### config.mk
export PLATFORM = sky130hd
export DESIGN_NAME = video_capture_port
export DESIGN_NICKNAME = d
export VERILOG_FILES = /design/src/vcp_pkg.sv /design/src/video_capture_port.sv
export SDC_FILE = /design/constraint.sdc
export NUM_CORES = 1
export LEC_CHECK = 0
export ABC_AREA = 0
export BUFFER_PORTS_ARGS = -buffer_cell sky130_fd_sc_hd__buf_2
export CAP_MARGIN = 20
export CORE_MARGIN = 2
export CORE_UTILIZATION = 54
export CTS_BUF_LIST = sky130_fd_sc_hd__clkbuf_4
export DETAILED_ROUTE_END_ITERATION = 7
export PLACE_DENSITY = 0.78
export SLEW_MARGIN = 20
export SYNTH_ARGS = -nofsm -noshare
export SYNTH_HDL_FRONTEND = slang
export SYNTH_HIERARCHICAL = 1
export SYNTH_SLANG_ARGS = --single-unit
### constraint.sdc
create_clock -name MCLK -period 4.4 [get_ports MCLK]
set_input_delay 0.22 -clock MCLK [delete_from_list [all_inputs] [get_ports MCLK]]
set_output_delay 0.22 -clock MCLK [all_outputs]
set_load 0.02 [all_outputs]
### src/vcp_pkg.sv
/*
  Shared constants and types for the video capture port and its pixel parser,
  followed by the pixel parser itself.
  Assumes a single 100 MHz MCLK domain and APB register access.
*/
// Notes on behaviour
// Re-enabling the port with the processing path selected stalls the descriptor list.
// The stall occurs in both sync modes; discrete sync stalls on its first run.
// Recovery: disable, reset port and FIFO, post abort list, wait, release resets.
// Discrete start list begins with a discarding, non-emitting direct data descriptor.
// Then a sync descriptor on the same channel, waiting for end of frame.
// Then a configuration descriptor selecting the processing path, then data descriptors.
// Before posting, software selects the direct path and enables the port.
// The list holds at sync until end of frame; config applies during blanking.
// In discrete sync the active-video strobe marks the active region written.
// The decoder holds the active-video strobe on every line, blanking included; the model drops it in horizontal blanking of active lines.
// Vertical blanking lines are never written to memory.
// Release resets only after the abort list completes; re-enable after release.
`timescale 1ns/100ps
`default_nettype none

package vcp_pkg;
  // ----------------------------------------------------------------------
  // Register map
  // ----------------------------------------------------------------------
  localparam logic [11:0] CTRL_OFS   = 12'h000;
  localparam logic [11:0] STATUS_OFS = 12'h004;
  localparam logic [11:0] POST_OFS   = 12'h008;
  localparam logic [11:0] FRAMES_OFS = 12'h00C;
  localparam logic [11:0] DESC_OFS   = 12'h040;
  localparam int          CTRL_EN    = 0;
  localparam int          CTRL_DISC  = 1;
  localparam int          CTRL_MUX   = 2;
  localparam int          CTRL_PRST  = 3;
  localparam int          CTRL_FRST  = 4;
  localparam int          STAT_DONE  = 1;
  localparam logic [31:0] RESET_WORD = 32'h0000_0000;
  // ----------------------------------------------------------------------
  // Descriptor word layout
  // ----------------------------------------------------------------------
  localparam int          LIST_DEPTH = 8;
  localparam int          TYPE_HI    = 31;
  localparam int          TYPE_LO    = 28;
  localparam int          CHAN_HI    = 27;
  localparam int          CHAN_LO    = 24;
  localparam int          MUXV_BIT   = 2;
  localparam int          DISCARD    = 1;
  localparam int          EMIT       = 0;
  typedef enum logic [3:0] {
    DESC_DATA   = 4'b0001,
    DESC_SYNC   = 4'b0010,
    DESC_CONFIG = 4'b0011,
    DESC_ABORT  = 4'b0100
  } desc_type_t;
  typedef enum logic [2:0] {
    ST_IDLE  = 3'b000,
    ST_FETCH = 3'b001,
    ST_DATA  = 3'b010,
    ST_SYNC  = 3'b011,
    ST_CFG   = 3'b100,
    ST_ABORT = 3'b101
  } list_state_t;
  // ----------------------------------------------------------------------
  // Embedded sync code
  // ----------------------------------------------------------------------
  localparam logic [7:0]  CODE_FF    = 8'hFF;
  localparam logic [7:0]  CODE_00    = 8'h00;
  localparam int          XY_H       = 4;
  localparam int          XY_V       = 5;
endpackage

// Decodes frames and active pixels from the decoder pins
module pixel_parser
  import vcp_pkg::*;
(
  // Clock and reset
  input  wire logic        clk,
  input  wire logic        rst_n,
  input  wire logic        clear,
  // Mode
  input  wire logic        discrete,
  // Decoder pins
  input  wire logic [23:0] pin_data,
  input  wire logic        pin_vsync,
  input  wire logic        pin_act,
  // Parsed stream
  output logic             pix_valid,
  output logic [23:0]      pix_data,
  output logic             sof,
  output logic             eof
);
  logic [23:0] d_s1, d_s2;
  logic        vs_s1, vs_s2, act_s1, act_s2;
  logic [1:0]  hdr, next_hdr;
  logic        line_act, next_line_act, vb, next_vb;
  logic        next_valid, next_sof, next_eof;

  always_ff @(posedge clk or negedge rst_n) begin
    if (!rst_n) begin
      d_s1   <= 24'h00_0000;
      d_s2   <= 24'h00_0000;
      vs_s1  <= 1'b0;
      vs_s2  <= 1'b0;
      act_s1 <= 1'b0;
      act_s2 <= 1'b0;
    end else begin
      d_s1   <= pin_data;
      d_s2   <= d_s1;
      vs_s1  <= pin_vsync;
      vs_s2  <= vs_s1;
      act_s1 <= pin_act;
      act_s2 <= act_s1;
    end
  end

  always_comb begin
    next_hdr      = 2'd0;
    next_line_act = line_act;
    next_vb       = vb;
    next_sof      = 1'b0;
    next_eof      = 1'b0;
    next_valid    = 1'b0;
    if (discrete) begin
      // Vsync high is vertical blanking even while the strobe stays up
      next_vb    = vs_s2;
      next_valid = act_s2 && !vs_s2;
      next_eof   = vs_s2 && !vb;
      next_sof   = !vs_s2 && vb;
    end else begin
      case (hdr)
        2'd0: next_hdr = (d_s2[7:0] == CODE_FF) ? 2'd1 : 2'd0;
        2'd1: next_hdr = (d_s2[7:0] == CODE_00) ? 2'd2 : 2'd0;
        2'd2: next_hdr = (d_s2[7:0] == CODE_00) ? 2'd3 : 2'd0;
        default: begin
          next_hdr      = 2'd0;
          next_vb       = d_s2[XY_V];
          next_line_act = !d_s2[XY_H] && !d_s2[XY_V];
          next_eof      = d_s2[XY_V] && !vb;
          next_sof      = !d_s2[XY_V] && vb;
        end
      endcase
      next_valid = line_act && (hdr == 2'd0) && (d_s2[7:0] != CODE_FF);
    end
    if (clear) begin
      next_hdr      = 2'd0;
      next_line_act = 1'b0;
      next_vb       = 1'b1;
      next_valid    = 1'b0;
      next_sof      = 1'b0;
      next_eof      = 1'b0;
    end
  end

  always_ff @(posedge clk or negedge rst_n) begin
    if (!rst_n) begin
      hdr       <= 2'd0;
      line_act  <= 1'b0;
      vb        <= 1'b1;
      pix_valid <= 1'b0;
      pix_data  <= 24'h00_0000;
      sof       <= 1'b0;
      eof       <= 1'b0;
    end else begin
      hdr       <= next_hdr;
      line_act  <= next_line_act;
      vb        <= next_vb;
      pix_valid <= next_valid;
      pix_data  <= d_s2;
      sof       <= next_sof;
      eof       <= next_eof;
    end
  end
endmodule // pixel_parser

`default_nettype wire

### src/video_capture_port.sv
/*
  Video capture port: APB registers, pixel parser, direct or processing path
  mux and a descriptor list engine that writes frames to the DMA side.
  Assumes pins from an external decoder and a DMA sink that never stalls.
*/
`timescale 1ns/100ps
`default_nettype none
module video_capture_port
  import vcp_pkg::*;
(
  // Clock and reset
  input  wire logic        MCLK,
  input  wire logic        RST_N,
  // APB slave
  input  wire logic        PSEL,
  input  wire logic        PENABLE,
  input  wire logic        PWRITE,
  input  wire logic [11:0] PADDR,
  input  wire logic [31:0] PWDATA,
  output logic [31:0]      PRDATA,
  output logic             PREADY,
  output logic             PSLVERR,
  // Decoder pins
  input  wire logic [23:0] PIX_DATA,
  input  wire logic        VSYNC,
  input  wire logic        ACTIVE_VIDEO_STROBE,
  // DMA side
  output logic             DMA_WR_VALID,
  output logic [23:0]      DMA_WR_DATA,
  output logic [3:0]       DMA_WR_CHAN,
  output logic             DESC_OUT_VALID,
  output logic [3:0]       DESC_OUT_CHAN
);
  // ----------------------------------------------------------------------
  // State
  // ----------------------------------------------------------------------
  logic [31:0] desc_mem [LIST_DEPTH];
  list_state_t state, next_state;
  logic [2:0]  idx, next_idx;
  logic [3:0]  len, next_len;
  logic [31:0] cur, next_cur;
  logic        enable, next_enable, discrete, next_discrete;
  logic        mux_proc, next_mux_proc, prst, next_prst, frst, next_frst;
  logic        hung, next_hung, ran_before, next_ran_before;
  logic        busy, next_busy, done, next_done;
  logic        in_frame, next_in_frame, open, next_open;
  logic [15:0] frames, next_frames;
  logic        proc_valid;
  logic [23:0] proc_data;
  logic        next_wr_valid, next_desc_valid;
  logic [31:0] next_prdata, rd_word;
  logic        next_pready, next_pslverr, mapped;
  logic        pix_valid, sof, eof, src_valid, advance, last;
  logic [23:0] pix_data, src_data;
  logic        acc, wr_fire, desc_hit;

  pixel_parser u_parser (
    .clk       (MCLK),
    .rst_n     (RST_N),
    .clear     (prst || frst || !enable),
    .discrete  (discrete),
    .pin_data  (PIX_DATA),
    .pin_vsync (VSYNC),
    .pin_act   (ACTIVE_VIDEO_STROBE),
    .pix_valid (pix_valid),
    .pix_data  (pix_data),
    .sof       (sof),
    .eof       (eof)
  );

  // ----------------------------------------------------------------------
  // APB decode and read mux
  // ----------------------------------------------------------------------
  assign acc      = PSEL && PENABLE;
  assign wr_fire  = acc && PREADY && PWRITE;
  assign desc_hit = (PADDR[11:5] == DESC_OFS[11:5]) && (PADDR[1:0] == 2'b00);
  assign last     = ({1'b0, idx} + 4'd1) == len;

  always_comb begin
    mapped  = 1'b1;
    rd_word = RESET_WORD;
    if (desc_hit) begin
      rd_word = desc_mem[PADDR[4:2]];
    end else begin
      case (PADDR)
        CTRL_OFS:   rd_word = {27'd0, frst, prst, mux_proc, discrete, enable};
        STATUS_OFS: rd_word = {21'd0, idx, 4'd0, in_frame, hung, done, busy};
        POST_OFS:   rd_word = {28'd0, len};
        FRAMES_OFS: rd_word = {16'd0, frames};
        default:    mapped  = 1'b0;
      endcase
    end
    next_pready  = acc && !PREADY;
    next_prdata  = (acc && !PREADY && !PWRITE) ? rd_word : RESET_WORD;
    next_pslverr = acc && !PREADY && !mapped;
  end

  // Descriptor slots are written only by software
  always_ff @(posedge MCLK) begin
    if (wr_fire && desc_hit) begin
      desc_mem[PADDR[4:2]] <= PWDATA;
    end
  end

  // ----------------------------------------------------------------------
  // Control, path mux and descriptor engine
  // ----------------------------------------------------------------------
  // The processing path is modelled as one register stage of latency
  assign src_valid = mux_proc ? proc_valid : pix_valid;
  assign src_data  = mux_proc ? proc_data : pix_data;

  always_comb begin
    next_enable     = enable;
    next_discrete   = discrete;
    next_mux_proc   = mux_proc;
    next_prst       = prst;
    next_frst       = frst;
    next_len        = len;
    next_state      = state;
    next_idx        = idx;
    next_cur        = cur;
    next_busy       = busy;
    next_done       = done;
    next_open       = open;
    next_frames     = frames;
    next_hung       = hung;
    next_ran_before = ran_before;
    next_in_frame   = in_frame;
    next_wr_valid   = 1'b0;
    next_desc_valid = 1'b0;
    advance         = 1'b0;
    if (wr_fire && PADDR == CTRL_OFS) begin
      next_enable   = PWDATA[CTRL_EN];
      next_discrete = PWDATA[CTRL_DISC];
      next_mux_proc = PWDATA[CTRL_MUX];
      next_prst     = PWDATA[CTRL_PRST];
      next_frst     = PWDATA[CTRL_FRST];
    end
    if (wr_fire && PADDR == STATUS_OFS && PWDATA[STAT_DONE]) begin
      next_done = 1'b0;
    end
    if (sof) begin
      next_in_frame = 1'b1;
    end else if (eof) begin
      next_in_frame = 1'b0;
    end
    // Restart with processing in the path locks the list up
    // The values being written count, so enable and mux in one write also lock up
    if (!enable && next_enable && next_mux_proc && (next_discrete || ran_before)) begin
      next_hung = 1'b1;
    end
    if (enable && !next_enable) begin
      next_ran_before = 1'b1;
    end
    if (prst) begin
      next_hung       = 1'b0;
      next_ran_before = 1'b0;
      next_in_frame   = 1'b0;
    end
    case (state)
      ST_IDLE: begin
        if (wr_fire && PADDR == POST_OFS && PWDATA[3:0] != 4'd0) begin
          next_len   = PWDATA[3:0];
          next_idx   = 3'd0;
          next_busy  = 1'b1;
          next_state = ST_FETCH;
        end
      end
      ST_FETCH: begin
        next_cur  = desc_mem[idx];
        next_open = 1'b0;
        case (desc_mem[idx][TYPE_HI:TYPE_LO])
          DESC_DATA:   next_state = ST_DATA;
          DESC_SYNC:   next_state = ST_SYNC;
          DESC_CONFIG: next_state = ST_CFG;
          DESC_ABORT:  next_state = ST_ABORT;
          default:     advance    = 1'b1;
        endcase
      end
      ST_DATA: begin
        // A locked-up port never finishes a frame
        if (sof && !hung) begin
          next_open = 1'b1;
        end
        // In discrete sync on the direct path the first pixel of a frame arrives together with its start pulse
        if ((open || sof) && src_valid && !hung && !cur[DISCARD]) begin
          next_wr_valid = 1'b1;
        end
        if (open && eof && !hung) begin
          next_desc_valid = cur[EMIT];
          next_frames     = frames + 16'h0001;
          advance         = 1'b1;
        end
      end
      ST_SYNC: begin
        advance = eof;
      end
      ST_CFG: begin
        if (!in_frame) begin
          next_mux_proc = cur[MUXV_BIT];
          advance       = 1'b1;
        end
      end
      ST_ABORT: begin
        advance = 1'b1;
      end
      default: next_state = ST_IDLE;
    endcase
    if (advance) begin
      next_open = 1'b0;
      if (last) begin
        next_state = ST_IDLE;
        next_busy  = 1'b0;
        next_done  = 1'b1;
      end else begin
        next_idx   = idx + 3'd1;
        next_state = ST_FETCH;
      end
    end
    // A port reset drops a list waiting on the port, so an abort list can be posted
    if (prst && (state == ST_DATA || state == ST_SYNC)) begin
      next_state = ST_IDLE;
      next_busy  = 1'b0;
      next_open  = 1'b0;
    end
  end

  always_ff @(posedge MCLK or negedge RST_N) begin
    if (!RST_N) begin
      enable         <= 1'b0;
      discrete       <= 1'b0;
      mux_proc       <= 1'b0;
      prst           <= 1'b0;
      frst           <= 1'b0;
      len            <= 4'd0;
      state          <= ST_IDLE;
      idx            <= 3'd0;
      cur            <= RESET_WORD;
      busy           <= 1'b0;
      done           <= 1'b0;
      open           <= 1'b0;
      frames         <= 16'h0000;
      hung           <= 1'b0;
      ran_before     <= 1'b0;
      in_frame       <= 1'b0;
      proc_valid     <= 1'b0;
      proc_data      <= 24'h00_0000;
      DMA_WR_VALID   <= 1'b0;
      DMA_WR_DATA    <= 24'h00_0000;
      DMA_WR_CHAN    <= 4'h0;
      DESC_OUT_VALID <= 1'b0;
      DESC_OUT_CHAN  <= 4'h0;
      PRDATA         <= RESET_WORD;
      PREADY         <= 1'b0;
      PSLVERR        <= 1'b0;
    end else begin
      enable         <= next_enable;
      discrete       <= next_discrete;
      mux_proc       <= next_mux_proc;
      prst           <= next_prst;
      frst           <= next_frst;
      len            <= next_len;
      state          <= next_state;
      idx            <= next_idx;
      cur            <= next_cur;
      busy           <= next_busy;
      done           <= next_done;
      open           <= next_open;
      frames         <= next_frames;
      hung           <= next_hung;
      ran_before     <= next_ran_before;
      in_frame       <= next_in_frame;
      proc_valid     <= pix_valid;
      proc_data      <= pix_data;
      DMA_WR_VALID   <= next_wr_valid;
      DMA_WR_DATA    <= src_data;
      DMA_WR_CHAN    <= cur[CHAN_HI:CHAN_LO];
      DESC_OUT_VALID <= next_desc_valid;
      DESC_OUT_CHAN  <= cur[CHAN_HI:CHAN_LO];
      PRDATA         <= next_prdata;
      PREADY         <= next_pready;
      PSLVERR        <= next_pslverr;
    end
  end
endmodule // video_capture_port

`default_nettype wire

==> reports/metrics.csv, run 1 <==
stage,metric,value,unit
run_status,status,completed,
setup_path,FF-to-FF path depth,7,
place,Place WS,1500,ps
synthesis,Synth Area in XOR/XNOR,0.00993,
timing,RSZ-0062 raised after global routing,false,
synthesis,Synth Area per Inst,18.7,um2
setup_path,crit path capture type,flop,
clock_tree,Num CTS Buffers,117,
setup_path,Slowest Stage Delay on Critical Path,570,ps
setup_path,Crit. Startpoint,idx[0],
clock_tree,clock buffer depth,3,
setup_path,Critical path buffers and inverters,1,
synthesis,"area leader, netlist",edfxtp_1,
detailed_routing,vias per std cell,5.49,
synthesis,most common cell in the netlist,edfxtp_1,
place,post-DP HPWL,22.0,mm
power,Tot Pwr,10000,uW
clock_tree,Root Driver,clkbuf_4,
synthesis,Post-Syn Area,17600,um2
synthesis,synthesized flop and latch total,472,
detailed_routing,DRC,0,
final_layout,fillers,2266,
timing,Max Clk Rate,343,MHz
job,max_cap viols,0,
synthesis,Ys Warns,6,
synthesis,multiplexer share of the synthesized area,0.165,
timing,Hold Fails Final Rpt,0,
final_layout,final instance area,21200,um2
timing,Worst slew margin,0.364,
synthesis,number of synthesized flops with an enable pin,256,
final_layout,proportion of layout cells with a drive suffix above 1,0.360,
timing,TNS Setup,0,ps
clock_tree,H-tree levels,3,
synthesis,Post-Syn Nets,1021,
global_routing,GRT Residual Overflow,0,
power,Lkg Pwr,0.00839,uW
setup_path,r2r endpoint,busy,
die,die width,185,um
place,GPL Wtd Cong,0.808,
power,peak supply drop,0.330,mV
synthesis,Main synth FF type,edfxtp_1,
synthesis,Cells after Synth,944,
timing,setup violators final,0,
synthesis,largest cells by area after synthesis,"edfxtp_1 (44%), dfrtp_1 (31%), mux4_2 (11%), mux2i_1 (2.8%), mux2_2 (1.7%)",
place,dpl cell area,18900,um2
setup_path,Crit path max-delay family,multiplexers,
hold_path,HP Class,in2async,
detailed_routing,Antenna Nets Post-Route,0,
detailed_routing,drt first pass iters,5,
die,core area,32400,um2
timing,Worst Max-Slew Pin Slew,954,ps
final_layout,fin util,0.654,
setup_path,WS Path Type,reg2reg,
die,die area,34100,um2
setup_path,CP Max Fanout,24,
synthesis,Post-Synth Simple-Gate Area,0.0458,
timing,fin worst setup slack,1480,ps
power,cell area power density,474,nW/um2
timing,period utilisation layout,0.663,
synthesis,Synth async-reset ratio,0.458,
timing,Final min period,2920,ps
die,Ports,143,
setup_path,"Max stage delay cell, worst path",mux4_2,
synthesis,sequential share of the synthesized area,0.742,
setup_path,Startpoint Class,flop,
detailed_routing,final WL,36.7,mm
global_routing,largest net degree at the start of global routing,135,
die,die height,185,um
global_routing,Global Route Usage Sum,0.225,
setup_path,"Req. time, crit path",5010,ps
clock_tree,Clock Latency Late Sink,770,ps
final_layout,Final nets,1319,
global_routing,first-pass GRT wire length,57.3,mm
detailed_routing,drt wl/cell,20.5,um
setup_path,Reg-to-Reg Start,idx[0],
synthesis,Compound-Gate Fraction of Synth Area,0.0216,
synthesis,synth cell count leaders,"edfxtp_1 (256), dfrtp_1 (215), mux4_2 (88), nor2_1 (56), mux2i_1 (49)",
global_routing,initial antenna violation count,3,
setup_path,CP Data Arrival Time,3520,ps
die,initial core utilization,0.545,
timing,Worst Skew,62.1,ps
setup_path,CP endpoint,busy,
clock_tree,TritonCTS clock tree,done,
synthesis,adder-cell share of the synthesized area,0.00142,
synthesis,largest family of logic cells by synthesized area,multiplexers,
final_layout,synthesis-to-layout area growth,20.0,%
detailed_routing,DRT iter0 DRCs,796,
setup_path,FF-to-FF setup slack,1480,ps
timing,max-slew violation count,0,
synthesis,Synth top area share,0.436,
setup_path,cells along the critical path,"buf_4, mux4_2, mux2_4, and4b_1, o31a_1, nand2b_1, and3_1",
detailed_routing,vias,9823,
setup_path,Crit. path cell count,7,
clock_tree,clock-pin slew on the worst setup and hold paths,70,ps
clock_tree,Clock Sinks,472,
place,I/O Buffers,142,
global_routing,vias in the first global route,10500,
synthesis,number of library cell types mapped by synthesis,59,
die,row count,66,
==> layer usage <==
metal	part of all wire	global-route usage	up-vias
met3	0.074	0.0567	60
met4	0.021	0.0908	2
met5	0.00035	0	-
met2	0.50	0.356	415
met1	0.40	0.303	5020
li1	-	-	4326
==> worst register-to-register path, stage by stage (launching register included) <==
cell and delay, ps:
dfrtp_1 510, buf_4 460, mux4_2 570, mux2_4 320, and4b_1 220, o31a_1 340
nand2b_1 180, and3_1 150
==> logic make-up after synthesis <==
family	count (synthesis)
multiplexers	173
flip-flops	472
XOR/XNOR	20
AO/OA/AOI/OAI	63
adder cells (fa/ha/maj)	2
AND/OR/NAND/NOR	158
buffers and inverters	56
==> how the worst min path moves through the flow <==
stage                            start           endpoint  slack [ps]  depth (start not counted)
after floorplan                  RST_N   DESC_OUT_CHAN[0]         -80                          0
after global placement     PIX_DATA[3]   u_parser/d_s1[3]         330                          1
after detailed placement  PIX_DATA[20]  u_parser/d_s1[20]         330                          1
after CTS                    PADDR[10]          PRDATA[1]          30                          6
after global routing             RST_N  u_parser/d_s1[14]           9                          2
final                            RST_N  u_parser/d_s1[14]          30                          2
==> registers in the layout, summed over array words and instances (netlist names), 2 cells and up <==
name	flops
desc_mem	256
PRDATA	32
DMA_WR_DATA	24
proc_data	24
u_parser/d_s1	24
u_parser/d_s2	24
u_parser/pix_data	24
frames	16
cur	7
DESC_OUT_CHAN	4
len	4
idx	3
state	3
u_parser/hdr	2
==> cells in the final DEF (no fill, tap or decap), types with 7 or more instances in the layout <==
cell type	netlist	routed
clkbuf_4	0	181
buf_2	10	139
nor2_1	56	50
buf_4	4	18
dlygate4sd3_1	0	66
nand2_1	26	26
edfxtp_1	256	256
mux4_2	88	88
xnor2_1	14	14
or3_1	7	7
nand3_1	9	9
mux2_2	27	27
nor2b_1	9	9
clkinv_1	0	31
a21oi_1	35	35
nand4_1	9	9
dfrtp_1	215	215
and3_1	8	8
mux2i_1	49	49
inv_1	9	9
==> metrics by stage <==
| step | cells | hold slack, ps |
|---|---|---|
| floorplan | 944 | -75.6 |
| global placement | 1498 | 328 |
| detailed placement | 1498 | 329 |
| CTS | 1785 | 32.2 |
| global route | 1788 | 9.19 |
| finish | 1788 | 33.4 |
==> cell type report <==
type	instances	area, um2	share of cell area
Tap cell	442	553	0.0261
Inverter	9	33.8	0.00160
Clock inverter	40	209	0.00987
Multi-Input combinational cell	416	4370	0.206
Timing Repair Buffer	226	1550	0.0734
Clock buffer	181	1360	0.0642
Antenna cell	2	5.00	0.000236
Sequential cell	472	13100	0.618
==> where the power goes <==
group	switching, uW	internal [uW]	leakage [uW]	total [uW]
registers	163	4850	0.00497	5010
clock network	1680	1990	0.000938	3670
logic	719	644	0.00248	1360
==> what timing repair did <==
action                                  in CTS  in global routing
gates resized for setup                      0                  0
endpoints found under the setup margin       0                  0
hold buffers                                66                  0
buffers inserted                             0                  0
hold endpoints to repair                   439                  0
Power figures use the tool's default switching activity.
==> inputs of run 2 (changes only) <==
Clock period 4.4 ns to 2.9 ns, I/O delays scaled along.
==> run 2 against run 1 <==
Sequential power rose by 51%. First-iteration DRC count down 9.3%. Routed wire length is 2.4% lower. Combinational power up 59%. Clock power is 45% higher. Sequential share of layout area is 0.38 points lower. Critical path depth is 2 higher. Worst hold slack improved by 40 ps. Clock skew is 6.1 ps lower. Via count shrank 0.25%. Worst setup slack got worse by 1300 ps. Die area unchanged.
==> reports/metrics.csv, run 2 (synthesis results as in run 1) <==
stage,metric,value,unit,change
final_layout,final instance area,21300,um2,+0.61%
detailed_routing,drt wl/cell,20.0,um,-2.3%
run_status,status,completed,,
setup_path,CP Max Fanout,16,,-33%
detailed_routing,final WL,35.8,mm,-2.4%
setup_path,r2r endpoint,busy,,
clock_tree,Clock Sinks,472,,unchanged
clock_tree,CTS resizes,0,,unchanged
global_routing,vias in the first global route,10200,,-2.7%
hold_path,HP Class,in2reg,,
setup_path,WS Path Type,in2reg,,
timing,Hold Fails Final Rpt,0,,unchanged
die,initial core utilization,0.545,,unchanged
setup_path,"Req. time, crit path",3510,ps,-1500 ps
timing,Worst Skew,55.9,ps,-6.13 ps
power,peak supply drop,0.291,mV,-12%
detailed_routing,vias per std cell,5.49,,-0.14%
die,die width,185,um,unchanged
global_routing,first-pass GRT wire length,55.5,mm,-3.0%
place,post-DP HPWL,21.1,mm,-4.0%
final_layout,fillers,2227,,-1.7%
detailed_routing,Antenna Nets Post-Route,0,,unchanged
final_layout,proportion of layout cells with a drive suffix above 1,0.355,,-0.00494
detailed_routing,DRT iter0 DRCs,722,,-9.3%
global_routing,Global Route Usage Sum,0.217,,-0.00820
power,Lkg Pwr,0.00842,uW,+0.36%
clock_tree,TritonCTS clock tree,done,,
hold_path,HP Start,VSYNC,,
final_layout,"most common cell after layout, fill and taps aside",edfxtp_1,,
setup_path,FF-to-FF setup slack,350,ps,-1130 ps
detailed_routing,drt first pass iters,5,,unchanged
global_routing,largest net degree at the start of global routing,76,,-44%
power,Tot Pwr,15100,uW,+50%
clock_tree,clock-pin slew on the worst setup and hold paths,70,ps,about the same
die,die height,185,um,unchanged
hold_path,Min-Delay Endpoint,u_parser/vs_s1,,
timing,fin worst setup slack,140,ps,-1340 ps
setup_path,FF-to-FF path depth,7,,unchanged
timing,Final min period,2760,ps,
setup_path,CP Data Arrival Time,3370,ps,-150 ps
final_layout,synthesis-to-layout area growth,20.8,%,
hold_path,Hold Path Cell Cnt,2,,
die,core area,32400,um2,unchanged
final_layout,Final nets,1333,,+1.1%
clock_tree,clock buffer depth,3,,unchanged
timing,TNS Setup,0,ps,unchanged
power,cell area power density,706,nW/um2,+49%
place,Place WS,403,ps,-1100 ps
timing,RSZ-0062 raised after global routing,false,,
detailed_routing,DRC,0,,unchanged
final_layout,area of the multi-input gates,4370,um2,+0.14%
clock_tree,H-tree levels,3,,unchanged
timing,Worst slew margin,0.453,,+0.0889
final_layout,Reg area,13100,um2,unchanged
setup_path,Startpoint Class,primary input,,
clock_tree,Root Driver,clkbuf_4,,
timing,setup violators final,0,,unchanged
job,max_cap viols,0,,unchanged
die,row count,66,,unchanged
clock_tree,Clock Latency Late Sink,750,ps,-20 ps
global_routing,initial antenna violation count,1,,-2
setup_path,Reg-to-Reg Start,idx[1],,
die,die area,34100,um2,unchanged
die,Ports,143,,unchanged
timing,period utilisation layout,0.952,,
final_layout,max reg flops,256,,unchanged
global_routing,GRT Residual Overflow,0,,unchanged
timing,Worst Max-Slew Pin Slew,821,ps,-133 ps
place,dpl cell area,19100,um2,+1.1%
clock_tree,Num CTS Buffers,111,,-5.1%
place,I/O Buffers,142,,unchanged
place,GPL Wtd Cong,0.853,,+5.6%
final_layout,most frequent cells in the layout,"edfxtp_1 (256), dfrtp_1 (215), clkbuf_4 (164)",,
final_layout,fin util,0.658,,+0.00402
timing,max-slew violation count,0,,unchanged
detailed_routing,vias,9798,,-0.25%
setup_path,crit path capture type,flop,,
timing,Max Clk Rate,362,MHz,
-- run 2: changes by cell type in the layout (fill, tap and decap cells not counted), moves of 2 or more --
cell	change
clkinv_2	-2
clkbuf_4	-17
inv_2	-2
buf_4	+5
dlygate4sd3_1	+7
buf_12	+8
-- run 2: per-layer routing --
layer  track usage  routed length [um]
met1         0.296               14800
met2         0.353               17900
met3        0.0454                2440
met4        0.0724                 616
met5             0                   0
-- run 2: worst max-delay path by stage --
stage / end / slack (ps) / start / cells past startpoint
detailed placement: busy / 400 / idx[1] / 7
global route: PRDATA[31] / 130 / PADDR[7] / 9
floorplan: desc_mem[1][0] / -110 / PADDR[1] / 5
CTS: PRDATA[31] / 260 / PADDR[7] / 9
global placement: busy / 440 / idx[1] / 7
finish: PRDATA[31] / 140 / PADDR[7] / 9
-- run 2: power breakdown --
part / total, uW / switching (uW) / internal, uW
clock network: 5320 / 2470 / 2850
logic: 2160 / 1130 / 1040
registers: 7570 / 210 / 7360
-- run 2: worst max-delay path, stage by stage --
cell	delay [ps]
dlygate4sd3_1	540
buf_2	120
nor4_1	290
dlygate4sd3_1	610
nand3_1	90
dlygate4sd3_1	590
buf_4	190
or2_2	510
nor2_1	280
-- run 2: repair_timing --
| action | in CTS | in global routing |
|---|---|---|
| endpoints found under the hold margin | 487 | 0 |
| hold buffers | 74 | 0 |
| buffers inserted | 0 | 0 |
-- run 2: cell type report --
| type | count | area share |
|---|---|---|
| clock inverters | 36 | 0.0102 |
| diodes | 1 | 0.000117 |
| clock buffers | 164 | 0.0578 |
| inverters | 9 | 0.00159 |
| well taps | 442 | 0.0260 |
| multi-input cells | 416 | 0.205 |
| repair buffers | 246 | 0.0845 |
| flip-flops and latches | 472 | 0.615 |
-- run 2: through the flow --
stage / cells / hold slack [ps]
after CTS: 1785 / 0.0268
final: 1786 / 73.9
after detailed placement: 1511 / 202
after floorplan: 944 / -151
after global routing: 1786 / 7.34
after global placement: 1511 / 194
